<file path="src/include/fslg_pkg.sv">
package fslg_pkg;

  // register indices as printed; the byte address is four times the index
  localparam logic [7:0] OPTION_IDX = 8'h05;
  localparam logic [7:0] PROTECT_IDX = 8'h07;
  localparam logic [7:0] ERASE_CTRL_IDX = 8'h08;
  localparam logic [7:0] STATUS_IDX = 8'h09;
  localparam int ADDR_W = 12;
  localparam int IDX_LSB = 2;

  // option byte layout
  localparam int KEEP_BIT = 3;
  localparam int BOD_LSB = 0;
  localparam int BOD_MSB = 2;
  localparam int OPT_STORE_MSB = 5;
  localparam logic [7:0] OPTION_RESET = 8'hff;
  localparam logic [1:0] OPTION_RESERVED = 2'h3;

  // protection byte layout
  localparam int BOOT_LSB = 6;
  localparam int APP_LSB = 4;
  localparam int TABLE_LSB = 2;
  localparam int EXT_LSB = 0;
  localparam logic [7:0] PROTECT_RESET = 8'hff;
  localparam logic [7:0] PROTECT_SW_MASK = 8'hfc;
  localparam logic [7:0] PROTECT_EXT_MASK = 8'h03;

  // guard field bits: bit 0 low blocks stores, bit 1 low blocks loads
  localparam int STORE_OK_BIT = 0;
  localparam int LOAD_OK_BIT = 1;
  localparam logic [1:0] UNLOCKED_SETTING = 2'h3;
  localparam logic [1:0] WRITE_BLOCKED_SETTING = 2'h2;
  localparam logic [1:0] READ_BLOCKED_SETTING = 2'h1;
  localparam logic [1:0] READ_WRITE_BLOCKED_SETTING = 2'h0;

  // control and status bits
  localparam int ERASE_GO_BIT = 0;
  localparam int ST_BUSY_BIT = 0;
  localparam int ST_PEND_BIT = 1;
  localparam int ST_KEEP_BIT = 2;

  // timing
  localparam int CLK_MHZ = 100;
  localparam int KEEP_TIMEOUT_NS = 1000;
  localparam int ERASE_TIME_NS = 2000;
  localparam int KEEP_TIMEOUT_CYC = (KEEP_TIMEOUT_NS * CLK_MHZ + 999) / 1000;
  localparam int ERASE_CYC = (ERASE_TIME_NS * CLK_MHZ + 999) / 1000;
  localparam int CNT_W = 16;

  // target section of a program-memory access
  localparam logic [1:0] SEC_APP = 2'h0;
  localparam logic [1:0] SEC_TABLE = 2'h1;
  localparam logic [1:0] SEC_BOOT = 2'h2;

  typedef enum logic [1:0] {
    ERASE_IDLE,
    ERASE_RUN,
    ERASE_DONE
  } fslg_erase_t;

endpackage : fslg_pkg

</file>
<file path="src/rtl/fslg_guard.sv">
`timescale 1ns/100ps
module fslg_guard (
  // clock and reset
  input wire logic ref_clk,
  input wire logic sys_rst,
  // ahb-lite slave
  input wire logic hsel,
  input wire logic [fslg_pkg::ADDR_W-1:0] haddr,
  input wire logic [1:0] htrans,
  input wire logic hwrite,
  input wire logic [2:0] hsize,
  input wire logic [31:0] hwdata,
  input wire logic hready,
  output logic hreadyout,
  output logic hresp,
  output logic [31:0] hrdata,
  // programming interface owns the bus when high
  input wire logic prog_if_active,
  // core program-memory access check
  input wire logic acc_valid,
  input wire logic acc_store,
  input wire logic [1:0] acc_target,
  input wire logic exec_in_boot,
  input wire logic ivec_in_boot,
  output logic acc_done,
  output logic acc_allow,
  output logic irq_mask,
  // erase and option outputs
  output logic erase_flash,
  output logic erase_eeprom,
  output logic erase_busy,
  output logic [2:0] brownout_threshold_sel,
  output logic [1:0] external_access_guard
);

  // stored option bits 5:0 and protection byte
  logic [fslg_pkg::OPT_STORE_MSB:0] option_store;
  logic [7:0] section_protection_fuses;
  // keep value that erase actually uses
  logic keep_live;
  logic keep_pending;
  logic [fslg_pkg::CNT_W-1:0] keep_cnt;
  // erase sequencer
  fslg_pkg::fslg_erase_t erase_state;
  logic [fslg_pkg::CNT_W-1:0] erase_cnt;
  logic erase_keep;
  // bus data phase capture
  logic dp_write;
  logic [7:0] dp_idx;
  // guard field views
  logic [1:0] boot_area_guard;
  logic [1:0] app_area_guard;
  logic [1:0] app_table_guard;
  logic [1:0] target_guard;
  logic next_allow;
  logic next_mask;
  logic addr_phase;
  logic [7:0] ap_idx;
  logic [31:0] next_rdata;

  // zero wait states, always okay
  // every register answers within one cycle, so the slave never stretches a transfer
  assign hreadyout = 1'b1;
  assign hresp = 1'b0;

  assign addr_phase = hsel & htrans[1] & hready;
  // word index; the byte lanes below it are ignored
  assign ap_idx = 8'(haddr[fslg_pkg::ADDR_W-1:fslg_pkg::IDX_LSB]);

  // field slices of the protection byte
  assign boot_area_guard = section_protection_fuses[fslg_pkg::BOOT_LSB +: 2];
  assign app_area_guard = section_protection_fuses[fslg_pkg::APP_LSB +: 2];
  assign app_table_guard = section_protection_fuses[fslg_pkg::TABLE_LSB +: 2];

  // data-phase bookkeeping for writes
  always_ff @(posedge ref_clk or posedge sys_rst)
  begin
    if (sys_rst)
    begin
      dp_write <= 1'b0;
      dp_idx <= 8'h00;
    end
    else
    begin
      dp_write <= addr_phase & hwrite;
      dp_idx <= ap_idx;
    end
  end

  // read mux, decoded in the address phase so data stands in the data phase
  always_comb
  begin
    next_rdata = 32'h0000_0000;
    case (ap_idx)
      fslg_pkg::OPTION_IDX:
      begin
        next_rdata[7:0] = {fslg_pkg::OPTION_RESERVED, option_store};
      end
      fslg_pkg::PROTECT_IDX:
      begin
        next_rdata[7:0] = section_protection_fuses;
      end
      fslg_pkg::STATUS_IDX:
      begin
        next_rdata[fslg_pkg::ST_BUSY_BIT] = erase_busy;
        next_rdata[fslg_pkg::ST_PEND_BIT] = keep_pending;
        next_rdata[fslg_pkg::ST_KEEP_BIT] = keep_live;
      end
      default:
      begin
        // unmapped and write-only words read as zero
        next_rdata = 32'h0000_0000;
      end
    endcase
  end

  // read data register
  // held until the next read address phase, so a slow master still sees it
  always_ff @(posedge ref_clk or posedge sys_rst)
  begin
    if (sys_rst)
    begin
      hrdata <= 32'h0000_0000;
    end
    else if (addr_phase && !hwrite)
    begin
      hrdata <= next_rdata;
    end
  end

  // option byte; writes ignored while an erase runs
  // limitation: the brownout select follows at once, with no write timeout
  always_ff @(posedge ref_clk or posedge sys_rst)
  begin
    if (sys_rst)
    begin
      option_store <= fslg_pkg::OPTION_RESET[fslg_pkg::OPT_STORE_MSB:0];
    end
    else if (dp_write && dp_idx == fslg_pkg::OPTION_IDX && !erase_busy)
    begin
      option_store <= hwdata[fslg_pkg::OPT_STORE_MSB:0];
    end
  end

  // threshold select goes straight to the brownout detector
  assign brownout_threshold_sel = option_store[fslg_pkg::BOD_MSB:fslg_pkg::BOD_LSB];

  // keep value becomes live only once its write timeout has run out;
  // a fresh write restarts the timeout
  always_ff @(posedge ref_clk or posedge sys_rst)
  begin
    if (sys_rst)
    begin
      keep_live <= fslg_pkg::OPTION_RESET[fslg_pkg::KEEP_BIT];
      keep_pending <= 1'b0;
      keep_cnt <= '0;
    end
    else if (dp_write && dp_idx == fslg_pkg::OPTION_IDX && !erase_busy)
    begin
      keep_pending <= 1'b1;
      keep_cnt <= fslg_pkg::CNT_W'(fslg_pkg::KEEP_TIMEOUT_CYC - 1);
    end
    else if (keep_pending)
    begin
      if (keep_cnt == '0)
      begin
        // live from here on, no programming-mode exit needed
        keep_live <= option_store[fslg_pkg::KEEP_BIT];
        keep_pending <= 1'b0;
      end
      else
      begin
        keep_cnt <= keep_cnt - 1'b1;
      end
    end
  end

  // protection byte: guards may only tighten, erase restores all ones
  always_ff @(posedge ref_clk or posedge sys_rst)
  begin
    if (sys_rst)
    begin
      section_protection_fuses <= fslg_pkg::PROTECT_RESET;
    end
    else if (erase_state == fslg_pkg::ERASE_DONE)
    begin
      section_protection_fuses <= fslg_pkg::PROTECT_RESET;
    end
    else if (dp_write && dp_idx == fslg_pkg::PROTECT_IDX && !erase_busy)
    begin
      // and-ing only clears bits, so 11 -> 10/01 -> 00 and never back
      section_protection_fuses <= section_protection_fuses & ~(fslg_pkg::PROTECT_SW_MASK
        & ~hwdata[7:0]);
      if (prog_if_active)
      begin
        // only the programmer reaches the external field
        section_protection_fuses <= section_protection_fuses & hwdata[7:0];
      end
    end
  end

  // external field only feeds the programming side, never the access check
  assign external_access_guard = section_protection_fuses[fslg_pkg::EXT_LSB +: 2];

  // chip erase sequencer
  always_ff @(posedge ref_clk or posedge sys_rst)
  begin
    if (sys_rst)
    begin
      erase_state <= fslg_pkg::ERASE_IDLE;
      erase_cnt <= '0;
      erase_keep <= 1'b0;
    end
    else
    begin
      case (erase_state)
        fslg_pkg::ERASE_IDLE:
        begin
          if (dp_write && dp_idx == fslg_pkg::ERASE_CTRL_IDX
              && hwdata[fslg_pkg::ERASE_GO_BIT])
          begin
            // the keep value live at the start rules the whole erase;
            // keep bit 1 means the eeprom goes along with the flash
            erase_keep <= keep_live;
            erase_cnt <= fslg_pkg::CNT_W'(fslg_pkg::ERASE_CYC - 1);
            erase_state <= fslg_pkg::ERASE_RUN;
          end
        end
        fslg_pkg::ERASE_RUN:
        begin
          if (erase_cnt == '0)
          begin
            erase_state <= fslg_pkg::ERASE_DONE;
          end
          else
          begin
            erase_cnt <= erase_cnt - 1'b1;
          end
        end
        fslg_pkg::ERASE_DONE:
        begin
          erase_state <= fslg_pkg::ERASE_IDLE;
        end
        default:
        begin
          erase_state <= fslg_pkg::ERASE_IDLE;
        end
      endcase
    end
  end

  // erase strobes held for the whole erase
  always_ff @(posedge ref_clk or posedge sys_rst)
  begin
    if (sys_rst)
    begin
      erase_flash <= 1'b0;
      erase_eeprom <= 1'b0;
    end
    else
    begin
      erase_flash <= (erase_state == fslg_pkg::ERASE_RUN);
      erase_eeprom <= (erase_state == fslg_pkg::ERASE_RUN) && erase_keep;
    end
  end

  // busy covers the done cycle too, so no write races the unlock
  assign erase_busy = (erase_state != fslg_pkg::ERASE_IDLE);

  // guard of the section being touched
  always_comb
  begin
    case (acc_target)
      fslg_pkg::SEC_BOOT:
      begin
        target_guard = boot_area_guard;
      end
      fslg_pkg::SEC_TABLE:
      begin
        target_guard = app_table_guard;
      end
      default:
      begin
        target_guard = app_area_guard;
      end
    endcase
  end

  // access decision; the external guard takes no part here
  // a denied access still gets its answer, so the core never stalls
  always_comb
  begin
    next_allow = 1'b1;
    if (acc_store)
    begin
      // write-blocked and read-write-blocked both clear the store bit
      next_allow = target_guard[fslg_pkg::STORE_OK_BIT];
    end
    else if (!target_guard[fslg_pkg::LOAD_OK_BIT])
    begin
      // loads are only fenced off from the opposite section
      if (acc_target == fslg_pkg::SEC_BOOT)
      begin
        next_allow = exec_in_boot;
      end
      else
      begin
        next_allow = !exec_in_boot;
      end
    end
    if (erase_busy)
    begin
      // memory contents are in flux during erase
      next_allow = 1'b0;
    end
  end

  // interrupt mask for code running in the locked-off section
  always_comb
  begin
    next_mask = 1'b0;
    if (exec_in_boot && !ivec_in_boot && !boot_area_guard[fslg_pkg::LOAD_OK_BIT])
    begin
      next_mask = 1'b1;
    end
    if (!exec_in_boot && ivec_in_boot
        && (!app_area_guard[fslg_pkg::LOAD_OK_BIT] || !app_table_guard[fslg_pkg::LOAD_OK_BIT]))
    begin
      next_mask = 1'b1;
    end
  end

  // registered answers to the core, one cycle after the request
  // trade-off: one cycle of latency buys a short path from the guard bytes
  always_ff @(posedge ref_clk or posedge sys_rst)
  begin
    if (sys_rst)
    begin
      acc_done <= 1'b0;
      acc_allow <= 1'b0;
      irq_mask <= 1'b0;
    end
    else
    begin
      acc_done <= acc_valid;
      acc_allow <= acc_valid & next_allow;
      irq_mask <= next_mask;
    end
  end

endmodule : fslg_guard

</file>
<file path="config.mk">
export PLATFORM = sky130hd
export DESIGN_NAME = fslg_guard
export DESIGN_NICKNAME = d
export VERILOG_FILES = /design/src/include/fslg_pkg.sv /design/src/rtl/fslg_guard.sv
export SDC_FILE = /design/constraint.sdc
export NUM_CORES = 1
export LEC_CHECK = 0
export ABC_AREA = 0
export BUFFER_PORTS_ARGS = -buffer_cell sky130_fd_sc_hd__buf_2
export CAP_MARGIN = 20
export CORE_MARGIN = 2
export CORE_UTILIZATION = 47
export DETAILED_ROUTE_END_ITERATION = 16
export GPL_ROUTABILITY_DRIVEN = 0
export PLACE_DENSITY = 0.76
export SETUP_SLACK_MARGIN = 0.5
export SYNTH_ARGS = -nofsm -noshare
export SYNTH_HDL_FRONTEND = slang
export SYNTH_SLANG_ARGS = --single-unit
</file>
<file path="constraint.sdc">
create_clock -name ref_clk -period 2.05 [get_ports ref_clk]
set_input_delay 0.3075 -clock ref_clk [delete_from_list [all_inputs] [get_ports ref_clk]]
set_output_delay 0.3075 -clock ref_clk [all_outputs]
set_load 0.005 [all_outputs]
</file>
Yosys cells after proc, flatten, opt, wreduce, memory -nomap -nowiden. Index checks and enable logic that the tools add are counted.

Bits in registers: 73. Input bits: 61. Logic and storage cells: 97. Output and inout port bits: 45.

Add/subtract/negate cells: 2. Multiplexer cells: 24. Equal/unequal tests: 14. Reduce and logical (&&, ||, !) cells: 32. Bitwise operators: 9.

Operator list (number): $mux 16 (5); $eq 8x3->1 const B (4); $logic_not 16->1 (2); $pmux 16 s2 (1); $sub 16x1->16 const B (2); $mux 8 (3); $and 8x8->8 (2); $eq 8x4->1 const B (2); $not 8->8 (2); $logic_and 1x1->1 (12); $pmux 5 s2 (1); $mux 1 (9); $pmux 3 s3 (1); $ne 2x2->1 const B (4); $pmux 2 s2 (2); $reduce_bool 2->1 (4); $logic_not 1->1 (7); $reduce_and 2->1 (3); $reduce_and 3->1 (2); $and 1x1->1 (4); $eq 2x1->1 const B (2); $eq 2x2->1 const B (2); $mux 2 (2); $logic_not 2->1 (1); 2 further kinds (2).

Logic depth before layout (Yosys ltp). Gate-level depths: netlist (run 1).

Depth after elaboration: 6. Gate-level depth with buffers: 7.

Worst setup path before layout (run 1). OpenSTA, ideal clock, no wires.

Kind: register -> register. Start: reg erase_cnt[0] (netlist name). End: reg erase_cnt[0] (netlist name). Data required time: 1.921 ns. Stages on the path, launching flop included: 8. Path slack: 0.179 ns. Period minus slack after synthesis: 1.871 ns. Setup time: 0.129 ns. Arrival time: 1.741 ns. Path through: dfrtp_1 inv_1 ha_1 or3b_2 nor4_4 a21oi_1 nor2_1 a31oi_1.

Word-level cells in the longest chain between the ends: 3. Elaborated cells on any way between the ends: 6.

RTL lines: from (decl) (line fslg_guard.sv:45) `logic [fslg_pkg::CNT_W-1:0] erase_cnt;`; from (signal assigned) (line fslg_guard.sv:225) `erase_cnt <= fslg_pkg::CNT_W'(fslg_pkg::ERASE_CYC - 1);`; from (signal assigned) (line fslg_guard.sv:237) `erase_cnt <= erase_cnt - 1'b1;`; $sub 16x1->16 or $logic_not 16->1 (tied branches) (line fslg_guard.sv:237, fslg_guard.sv:231); $mux 16 or $ne 2x2->1 (tied branches); $pmux 16 s2 or $reduce_and 3->1 (tied branches).

Several ways; a longest one is shown, not always the timed one. The select of a mux whose other input is x is not followed. A chain may end at the register's enable or synchronous reset.

Final worst setup path (run 1).
Start: reg erase_cnt[8] (netlist name). End: reg erase_cnt[7] (netlist name).

Word-level cells in the longest chain between the ends: 3.

RTL lines: $logic_not 16->1 (line fslg_guard.sv:231) `if (erase_cnt == '0)`; $ne 2x2->1 (no line); $reduce_and 3->1 (no line).

No other way between the ends.

==> reports/results.txt, run 1 <==
The die is 92.9 µm tall. The reg-to-reg setup timing slack is 180 ps, and the sum of negative setup slack is 0 ps. The flow ran to the end, and the final reports show no timing, DRC or antenna violations.

The tools report the first-pass GRT wire length as 14700 µm. STA puts the critical path data required time at 2290 ps. In this run, CTS created clock tree buffers numbering 9. Pin placement for this block handled 106 I/O pins.

The minimum period implied by the final worst setup slack is 1870 ps, and the max-slew headroom at the worst pin is 66.6%. Counting flops with a built-in enable in the synthesized netlist gives 0. Of the available clock period, the critical path in the final layout requires 91.1%. For the total number of placement rows, the log shows 32. The final setup violation count was 0; the highest clock frequency the design can meet was 536 MHz. In this design, the stage delay of the slowest critical-path cell is 560 ps. The placeable core region is 0.00769 mm². The logs give 2.28 nW for the leakage power and 0 for the initial antenna violation count. The cell with the largest stage delay on the worst path is or4_4.

For this run, the total global-route usage over all layers was measured as 21.6%. The cell count after synthesis came out at 392. The HPWL after detailed placement is 5390 µm. The top cell type by area accounts for 39.1% of the synthesized area. Summing over every cut layer, the via total after detailed routing is 3259. After the last flow step, the layout net total stands at 550. For the count of cell types in the netlist, the log shows 51. The maximum number of buffers from clock root to sink was 2; the clock latency on the worst-skew pair was 350 ps. The mean instance size in the synthesized netlist is 9.47 µm², and the starting density of the core is 48.3%. After synthesis the cells add up to 0.00371 mm².

The number of buffer cells added on primary ports was 47. Grouping stages by cell kind, the critical path spends the most delay in simple AND/OR/NAND/NOR gates. The vias per cell is 5.51, and the sequential fraction of the synthesis area is 49.7%. Across the VDD grid, the largest voltage drop is 418 µV. In the routed design, unresolved DRC markers number 0. The run gives 5 as the first-pass detailed-route iteration total.

The least setup slack across all paths after layout was 183 ps. Clock tree synthesis selected as its root buffer the cell clkbuf_8. Startpoint-to-endpoint class of the critical path: reg2reg. The logs give 232 for the initial detailed-routing violation count and 0 for the count of endpoints failing hold in the final timing report.

For this run, the leading register cell type out of synthesis is dfrtp_1. The most numerous cell in the Yosys netlist was nand2_1. Setup repair after global routing could not meet its margin everywhere. From left edge to right edge, the die measures 92.9 µm. Counting flops and latches in the post-synthesis netlist gives 73. Timing analysis after detailed placement gives a worst setup slack of 110 ps. In the final layout, the share of cells above drive strength 1 is 44.7%. Critical path launch point type: a flip-flop.

Walking the worst path, the cells encountered are or4_4 -> or2_4 -> o21ai_4 -> xor2_2 -> nand2_1. The end of the worst register-to-register path was erase_cnt[7]. For this block, the routed nets add up to 9930 µm of wire. After detailed routing, the wire length on met1 is 3910 µm.

On the final layout, the worst hold slack is 53.0 ps. Once detail routing completed, the nets flagged for antenna violations numbered 0. For the pin with the worst max-slew slack, the measured transition is 500 ps. Of all cell types, the one taking the most synthesized area is dfrtp_1. TritonCTS built the clock tree. In this run the worst hold path is classified as in2async. In this run the power density over the cells is 573 mW/mm². For the final database, setup skew stands at 10.2 ps. Counting both buffers and inverters, the worst setup path holds a total of 0.

The routed length per placed instance was 16.8 µm; the length of routed met3 wiring was 590 µm. The logs give 3 for the H-tree depth and 0 for the final global-route overflow total. Counting cells, the worst reg-to-reg path comes to 5. The total of warnings raised by yosys is 0, and the post-CTS clock slew at the launch and capture registers of the worst setup and hold paths is 80 ps. Along the worst path, the maximum fanout reaches 6.

The tools report the count of maximum capacitance violations as 0. The source of the worst register-to-register timing path was erase_cnt[8]. The tools report the via count of the first global-routing pass as 3097. After detailed placement, the total cell area comes to 0.00406 mm².

In the synthesized netlist the async set-or-reset flop fraction comes to 100%. After synthesis, the most frequently instantiated cells are nand2_1, dfrtp_1, nor2_1. Post-route cell area: 0.00502 mm². Relative to the synthesized area, the layout overhead comes to 35.3%.

Entering global routing, the biggest net connects 74 pins. Data on the critical path arrives at its endpoint at 2100 ps. The worst setup path is captured at a flip-flop. In the post-synthesis netlist, the biggest area contributors are dfrtp_1, dfstp_2, buf_4.

The die covers 0.00863 mm². The clock drives 73 sinks. Uppermost layer routed: met4. In the detailed route, the total length drawn on met2 is 5100 µm. The number of antenna diodes in the final layout is 0. The number of pins exceeding their max-slew limit in the final report is 0.
==> worst max path at each step <==
| stage | start | end | slack (ps) | depth (start not counted) |
|---|---|---|---|---|
| 6_report | erase_cnt[8] | erase_cnt[7] | 180 | 5 |
| 3_5_place_dp | erase_cnt[10] | erase_cnt[7] | 110 | 5 |
| 3_3_place_gp | erase_cnt[10] | erase_cnt[7] | 130 | 5 |
| 4_1_cts | erase_cnt[8] | erase_cnt[7] | 180 | 5 |
| 5_1_grt | erase_cnt[8] | erase_cnt[3] | 120 | 6 |
| 2_1_floorplan | erase_cnt[8] | erase_cnt[7] | 210 | 6 |
==> sequential cells by signal, indices dropped and copies added, names as in the netlist, 2 cells and up <==
| signal | flops |
|---|---|
| section_protection_fuses | 8 |
| erase_state | 2 |
| erase_cnt | 16 |
| keep_cnt | 16 |
| hrdata | 8 |
| dp_idx | 8 |
| option_store | 6 |
==> metrics by stage <==
stage | cells | utilization, % | total power, mW
floorplan | 416 | - | 1.69
global placement | 536 | 52.8 | 1.73
detailed placement | 536 | 52.8 | 1.74
CTS | 579 | 60.5 | 2.85
global route | 592 | 65.3 | 3.01
finish | 592 | 65.3 | 2.88
==> per-layer routing <==
| metal | vias up | track usage (%) |
|---|---|---|
| met5 | - | 0 |
| met1 | 1598 | 27.0 |
| met3 | 32 | 4.39 |
| li1 | 1485 | - |
| met4 | 0 | 6.99 |
| met2 | 144 | 37.4 |
==> where the power goes <==
group          leakage [nW]  switching, mW  internal, mW  total (mW)
combinational          1.31          0.144         0.120       0.265
sequential            0.871         0.0316          1.48        1.51
clock                 0.102          0.522         0.577        1.10
==> cells by family (layout without fill, tap and decap cells) <==
logic type | count (synthesis) | in the layout | share of synthesized area (%)
AO/OA/AOI/OAI | 58 | 58 | 9.98
XOR/XNOR | 12 | 12 | 2.83
adder cells (fa/ha/maj) | 4 | 4 | 1.35
buffers and inverters | 53 | 127 | 8.76
flip-flops | 73 | 73 | 49.7
multiplexers | 11 | 11 | 3.03
other | 2 | 26 | 0.202
AND/OR/NAND/NOR | 179 | 179 | 24.1
==> worst register-to-register path, cell delays in order (launching register included) <==
cell	delay, ps
dfrtp_1	400
or4_4	560
or2_4	290
o21ai_4	270
xor2_2	170
nand2_1	60
==> layout make-up <==
| cell class | instances | area (µm²) |
|---|---|---|
| Multi-Input combinational cell | 290 | 2120 |
| Timing Repair Buffer | 96 | 664 |
| Inverter | 15 | 60.1 |
| Tap cell | 102 | 128 |
| Clock buffer | 14 | 184 |
| Clock inverter | 2 | 10.0 |
| Fill cell | 582 | 2660 |
| Sequential cell | 73 | 1850 |
==> layout by cell type (no fill, tap or decap), types with 3 or more instances in the layout <==
| cell | synthesis | routed |
|---|---|---|
| nor3_2 | 3 | 5 |
| dfrtp_1 | 58 | 51 |
| clkbuf_8 | 0 | 11 |
| o21ai_1 | 4 | 3 |
| buf_2 | 2 | 48 |
| nor3_4 | 0 | 4 |
| xnor2_1 | 6 | 6 |
| nor2_1 | 43 | 37 |
| o211ai_1 | 3 | 3 |
| a22oi_1 | 3 | 3 |
| o31ai_1 | 4 | 3 |
| xor2_1 | 6 | 5 |
| nand3_2 | 0 | 4 |
| nand3_4 | 0 | 3 |
| or3_1 | 4 | 4 |
| nand2_2 | 0 | 11 |
| nand4_1 | 3 | 3 |
| nor2_4 | 0 | 5 |
| nor2b_1 | 3 | 3 |
| o21ai_2 | 0 | 9 |
| or2_4 | 0 | 3 |
| buf_4 | 31 | 38 |
| buf_6 | 1 | 7 |
| dfrtp_2 | 0 | 7 |
| dfstp_2 | 15 | 15 |
| mux2i_1 | 9 | 9 |
| conb_1 | 2 | 26 |
| nand3_1 | 12 | 5 |
| or4_4 | 1 | 5 |
| a221oi_1 | 3 | 3 |
| a21oi_2 | 0 | 4 |
| nor4_4 | 1 | 8 |
| a21oi_1 | 9 | 5 |
| nand2_1 | 61 | 47 |
| nor3b_1 | 5 | 3 |
| inv_1 | 15 | 13 |
| o21ai_0 | 21 | 12 |
| nand2_4 | 0 | 3 |
| nand2b_1 | 8 | 8 |
==> repair_timing <==
item,in CTS,in global routing
endpoints found under the setup margin,52,52
pin swaps,26,38
gates resized for setup,56,61
hold buffers,0,0
cloned,1,2
buffers inserted,26,11
(Power assumes the default switching activity.)
==> run 2: changes to the inputs <==
--- a/config.mk
+++ b/config.mk
@@ -9,10 +9,10 @@
 export BUFFER_PORTS_ARGS = -buffer_cell sky130_fd_sc_hd__buf_2
 export CAP_MARGIN = 20
 export CORE_MARGIN = 2
-export CORE_UTILIZATION = 47
+export CORE_UTILIZATION = 52
 export DETAILED_ROUTE_END_ITERATION = 16
 export GPL_ROUTABILITY_DRIVEN = 0
-export PLACE_DENSITY = 0.76
+export PLACE_DENSITY = 0.8
 export SETUP_SLACK_MARGIN = 0.5
 export SYNTH_ARGS = -nofsm -noshare
 export SYNTH_HDL_FRONTEND = slang
==> constraint.sdc (replaced) <==
create_clock -name ref_clk -period 1.8 [get_ports ref_clk]
set_input_delay 0.27 -clock ref_clk [delete_from_list [all_inputs] [get_ports ref_clk]]
set_output_delay 0.27 -clock ref_clk [all_outputs]
set_load 0.005 [all_outputs]
==> reports/results.txt, run 2 (same netlist as run 1, synthesis figures left out) <==
The flow ran to the end, but the final reports show violations. The checks that failed: negative setup slack. The max-slew headroom at the worst pin was 65.3% (was 66.6%); the worst-case clock skew was 9.59 ps (was 10.2 ps). The tools report the clock root buffer master as clkbuf_8 (unchanged). Largest regs: erase_cnt x16, keep_cnt x16 (unchanged).

The worst-margin pin slew was 520 ps (was 500 ps). TritonCTS built the clock tree. The path class of the lowest-slack min-delay path was in2reg (was in2async).

The run gives 2070 ps (was 2290 ps) as the required time reported for the critical path endpoint. The commonest non-fill, non-tap cell in the layout was dfrtp_1 (unchanged). The run gives 3.56 mW (was 2.88 mW) as the overall power consumption. The logs give 570 (was 550) for the final-stage net count and 106 (unchanged) for the boundary pin count. The count of maximum capacitance violations is 0 (unchanged). The first-pass GRT wire length came out at 15800 µm (was 14700 µm). Setup repair after global routing could not meet its margin everywhere. The pin count of the biggest net entering global routing is 33 (was 74). The post-CTS clock slew at the launch and capture registers of the worst setup and hold paths came out at 80 ps (about the same).

For the routing usage on met1, the log shows 32.1% (was 27.0%). The logs give 520 MHz (was 536 MHz) for the highest clock frequency the design can meet and 0 (unchanged) for the post-route antenna net violation count. The overall die height works out to 88.5 µm (was 92.9 µm). The minimum period implied by the final worst setup slack was 1920 ps (was 1870 ps); the final setup violation count was 18 (was 0). The starting density of the core was 54.0% (was 48.3%). The clock latency on the worst-skew pair was 360 ps (was 350 ps). The area of the die came out at 0.00783 mm² (was 0.00863 mm²). The wire length reported by the detailed router is 11500 µm (was 9930 µm).

Final global-route overflow total: 0 (unchanged). The tools report the maximum number of buffers from clock root to sink as 2 (unchanged). Critical path capture point type: a flip-flop (unchanged). The startpoint-to-endpoint class of the critical path was reg2reg (unchanged). The most used routing layer is met2 (unchanged). The logs give 238 (was 232) for the initial detailed-routing violation count and 5 (unchanged) for the first-pass detailed-route iteration total.

The worst endpoint data arrival time is 2190 ps (was 2100 ps), and the number of CTS-inserted buffers is 9 (unchanged). The via count of the first global-routing pass is 3315 (was 3097). The synthesis-to-layout area growth is 43.0% (was 35.3%). The share of the clock period used by the worst path was 107% (was 91.1%); the floorplan die width was 88.5 µm (was 92.9 µm). The initial antenna violation count is 0 (unchanged). The cell area after placement is 0.00432 mm² (was 0.00406 mm²), and the largest fanout of any net on the critical path is 3 (was 6).

For the post-route core utilization, the log shows 77.3% (was 65.3%). The detailed-route DRC error count is 0 (unchanged), and the post-route cell area is 0.00531 mm² (was 0.00502 mm²). The share of cells above drive strength 1 came out at 49.0% (was 44.7%).

The number of pins exceeding their max-slew limit in the final report was 0 (unchanged). Most frequent cells in the layout: dfrtp_1, buf_4, nand2_1, buf_2, nor2_1 (was dfrtp_1, buf_2, nand2_1, buf_4, nor2_1). Critical path launch point type: a flip-flop (unchanged).

For the routing usage on met2, the log shows 46.5% (was 37.4%). For the met3 capacity usage during global routing, the log shows 4.85% (was 4.39%). The logs give 26.7 ps (was 53.0 ps) for the worst slack on hold paths and 404 (was 582) for the count of fill cells added during filler insertion.

For the placeable core region, the log shows 0.00687 mm² (was 0.00769 mm²). The number of clock sinks seen by CTS was 73 (unchanged). H-tree depth: 3 (unchanged).

The run gives 3562 (was 3259) as the total number of vias. The leakage power came out at 2.41 nW (was 2.28 nW). The power per cell area was 671 mW/mm² (was 573 mW/mm²); the total number of placement rows was 30 (was 32).

Routed length per placed instance: 19.0 µm (was 16.8 µm). The least setup slack across all paths after layout is -123 ps (was 183 ps). The maximum VDD drop was 458 µV (was 418 µV); the vias per cell was 5.88 (was 5.51). For the combined global-route utilization of all metal layers, the log shows 26.5% (was 21.6%). The count of endpoints failing hold in the final timing report is 0 (unchanged), and the number of buffer cells added on primary ports is 47 (unchanged). The antenna diode count came out at 0 (unchanged). The detailed-placement wirelength estimate was 6050 µm (was 5390 µm).
[run 2: layout make-up]
class                   count  area [µm²]  area share (%)
well taps                  96         120            2.26
multi-input cells         290        2160            40.7
clock buffers              13         191            3.61
inverters                  15        62.6            1.18
clock inverters             3        42.5           0.801
flip-flops and latches     73        1850            34.9
repair buffers            116         878            16.5
[run 2: worst max-delay path, cell delays in order (launching register included)]
cell	delay, ps
dfrtp_1	380
or4_4	580
buf_4	180
nor2_4	100
nand4_1	200
buf_4	210
a31oi_1	170
[run 2: worst paths after layout]
check,start,to,slack [ps],cells after the start
worst max-delay path,erase_cnt[10],erase_cnt[1],-120,6
worst min-delay path,haddr[8],dp_idx[6],30,1
worst max register to register,erase_cnt[10],erase_cnt[1],-120,6
worst min register to register,section_protection_fuses[7],section_protection_fuses[7],480,2
max in group asynchronous,sys_rst,section_protection_fuses[5],710,4
min in group asynchronous,sys_rst,dp_idx[6],500,3
[run 2: stage by stage]
stage,cells,setup WS [ps],setup TNS (ps)
2_1_floorplan,416,-44.2,-123
5_1_grt,606,-214,-3130
6_report,606,-123,-1100
3_5_place_dp,555,-111,-837
4_1_cts,594,-67.2,-350
3_3_place_gp,555,-85.0,-584
[run 2: metal layers]
metal / vias to the layer above / part of all wire, %
li1: 1526 / -
met1: 1794 / 36
met2: 193 / 53
met3: 49 / 7.0
met4: 0 / 4.2
met5: - / 0
[run 2: where the power goes]
part	total [mW]	internal, mW	leakage, nW	switching (mW)
registers	1.73	1.69	0.871	0.0392
logic	0.342	0.160	1.42	0.182
clock network	1.49	0.845	0.116	0.645
total	3.56	2.69	2.41	0.866
[run 2: repair_timing]
item / 4_1_cts / 5_1_grt
pin swaps: 30 / 35
hold buffers: 1 / 0
setup buffers: 22 / 12
hold endpoints to repair: 15 / 0
cloned: 0 / 0
endpoints found under the setup margin: 52 / 65
resized for setup: 66 / 55
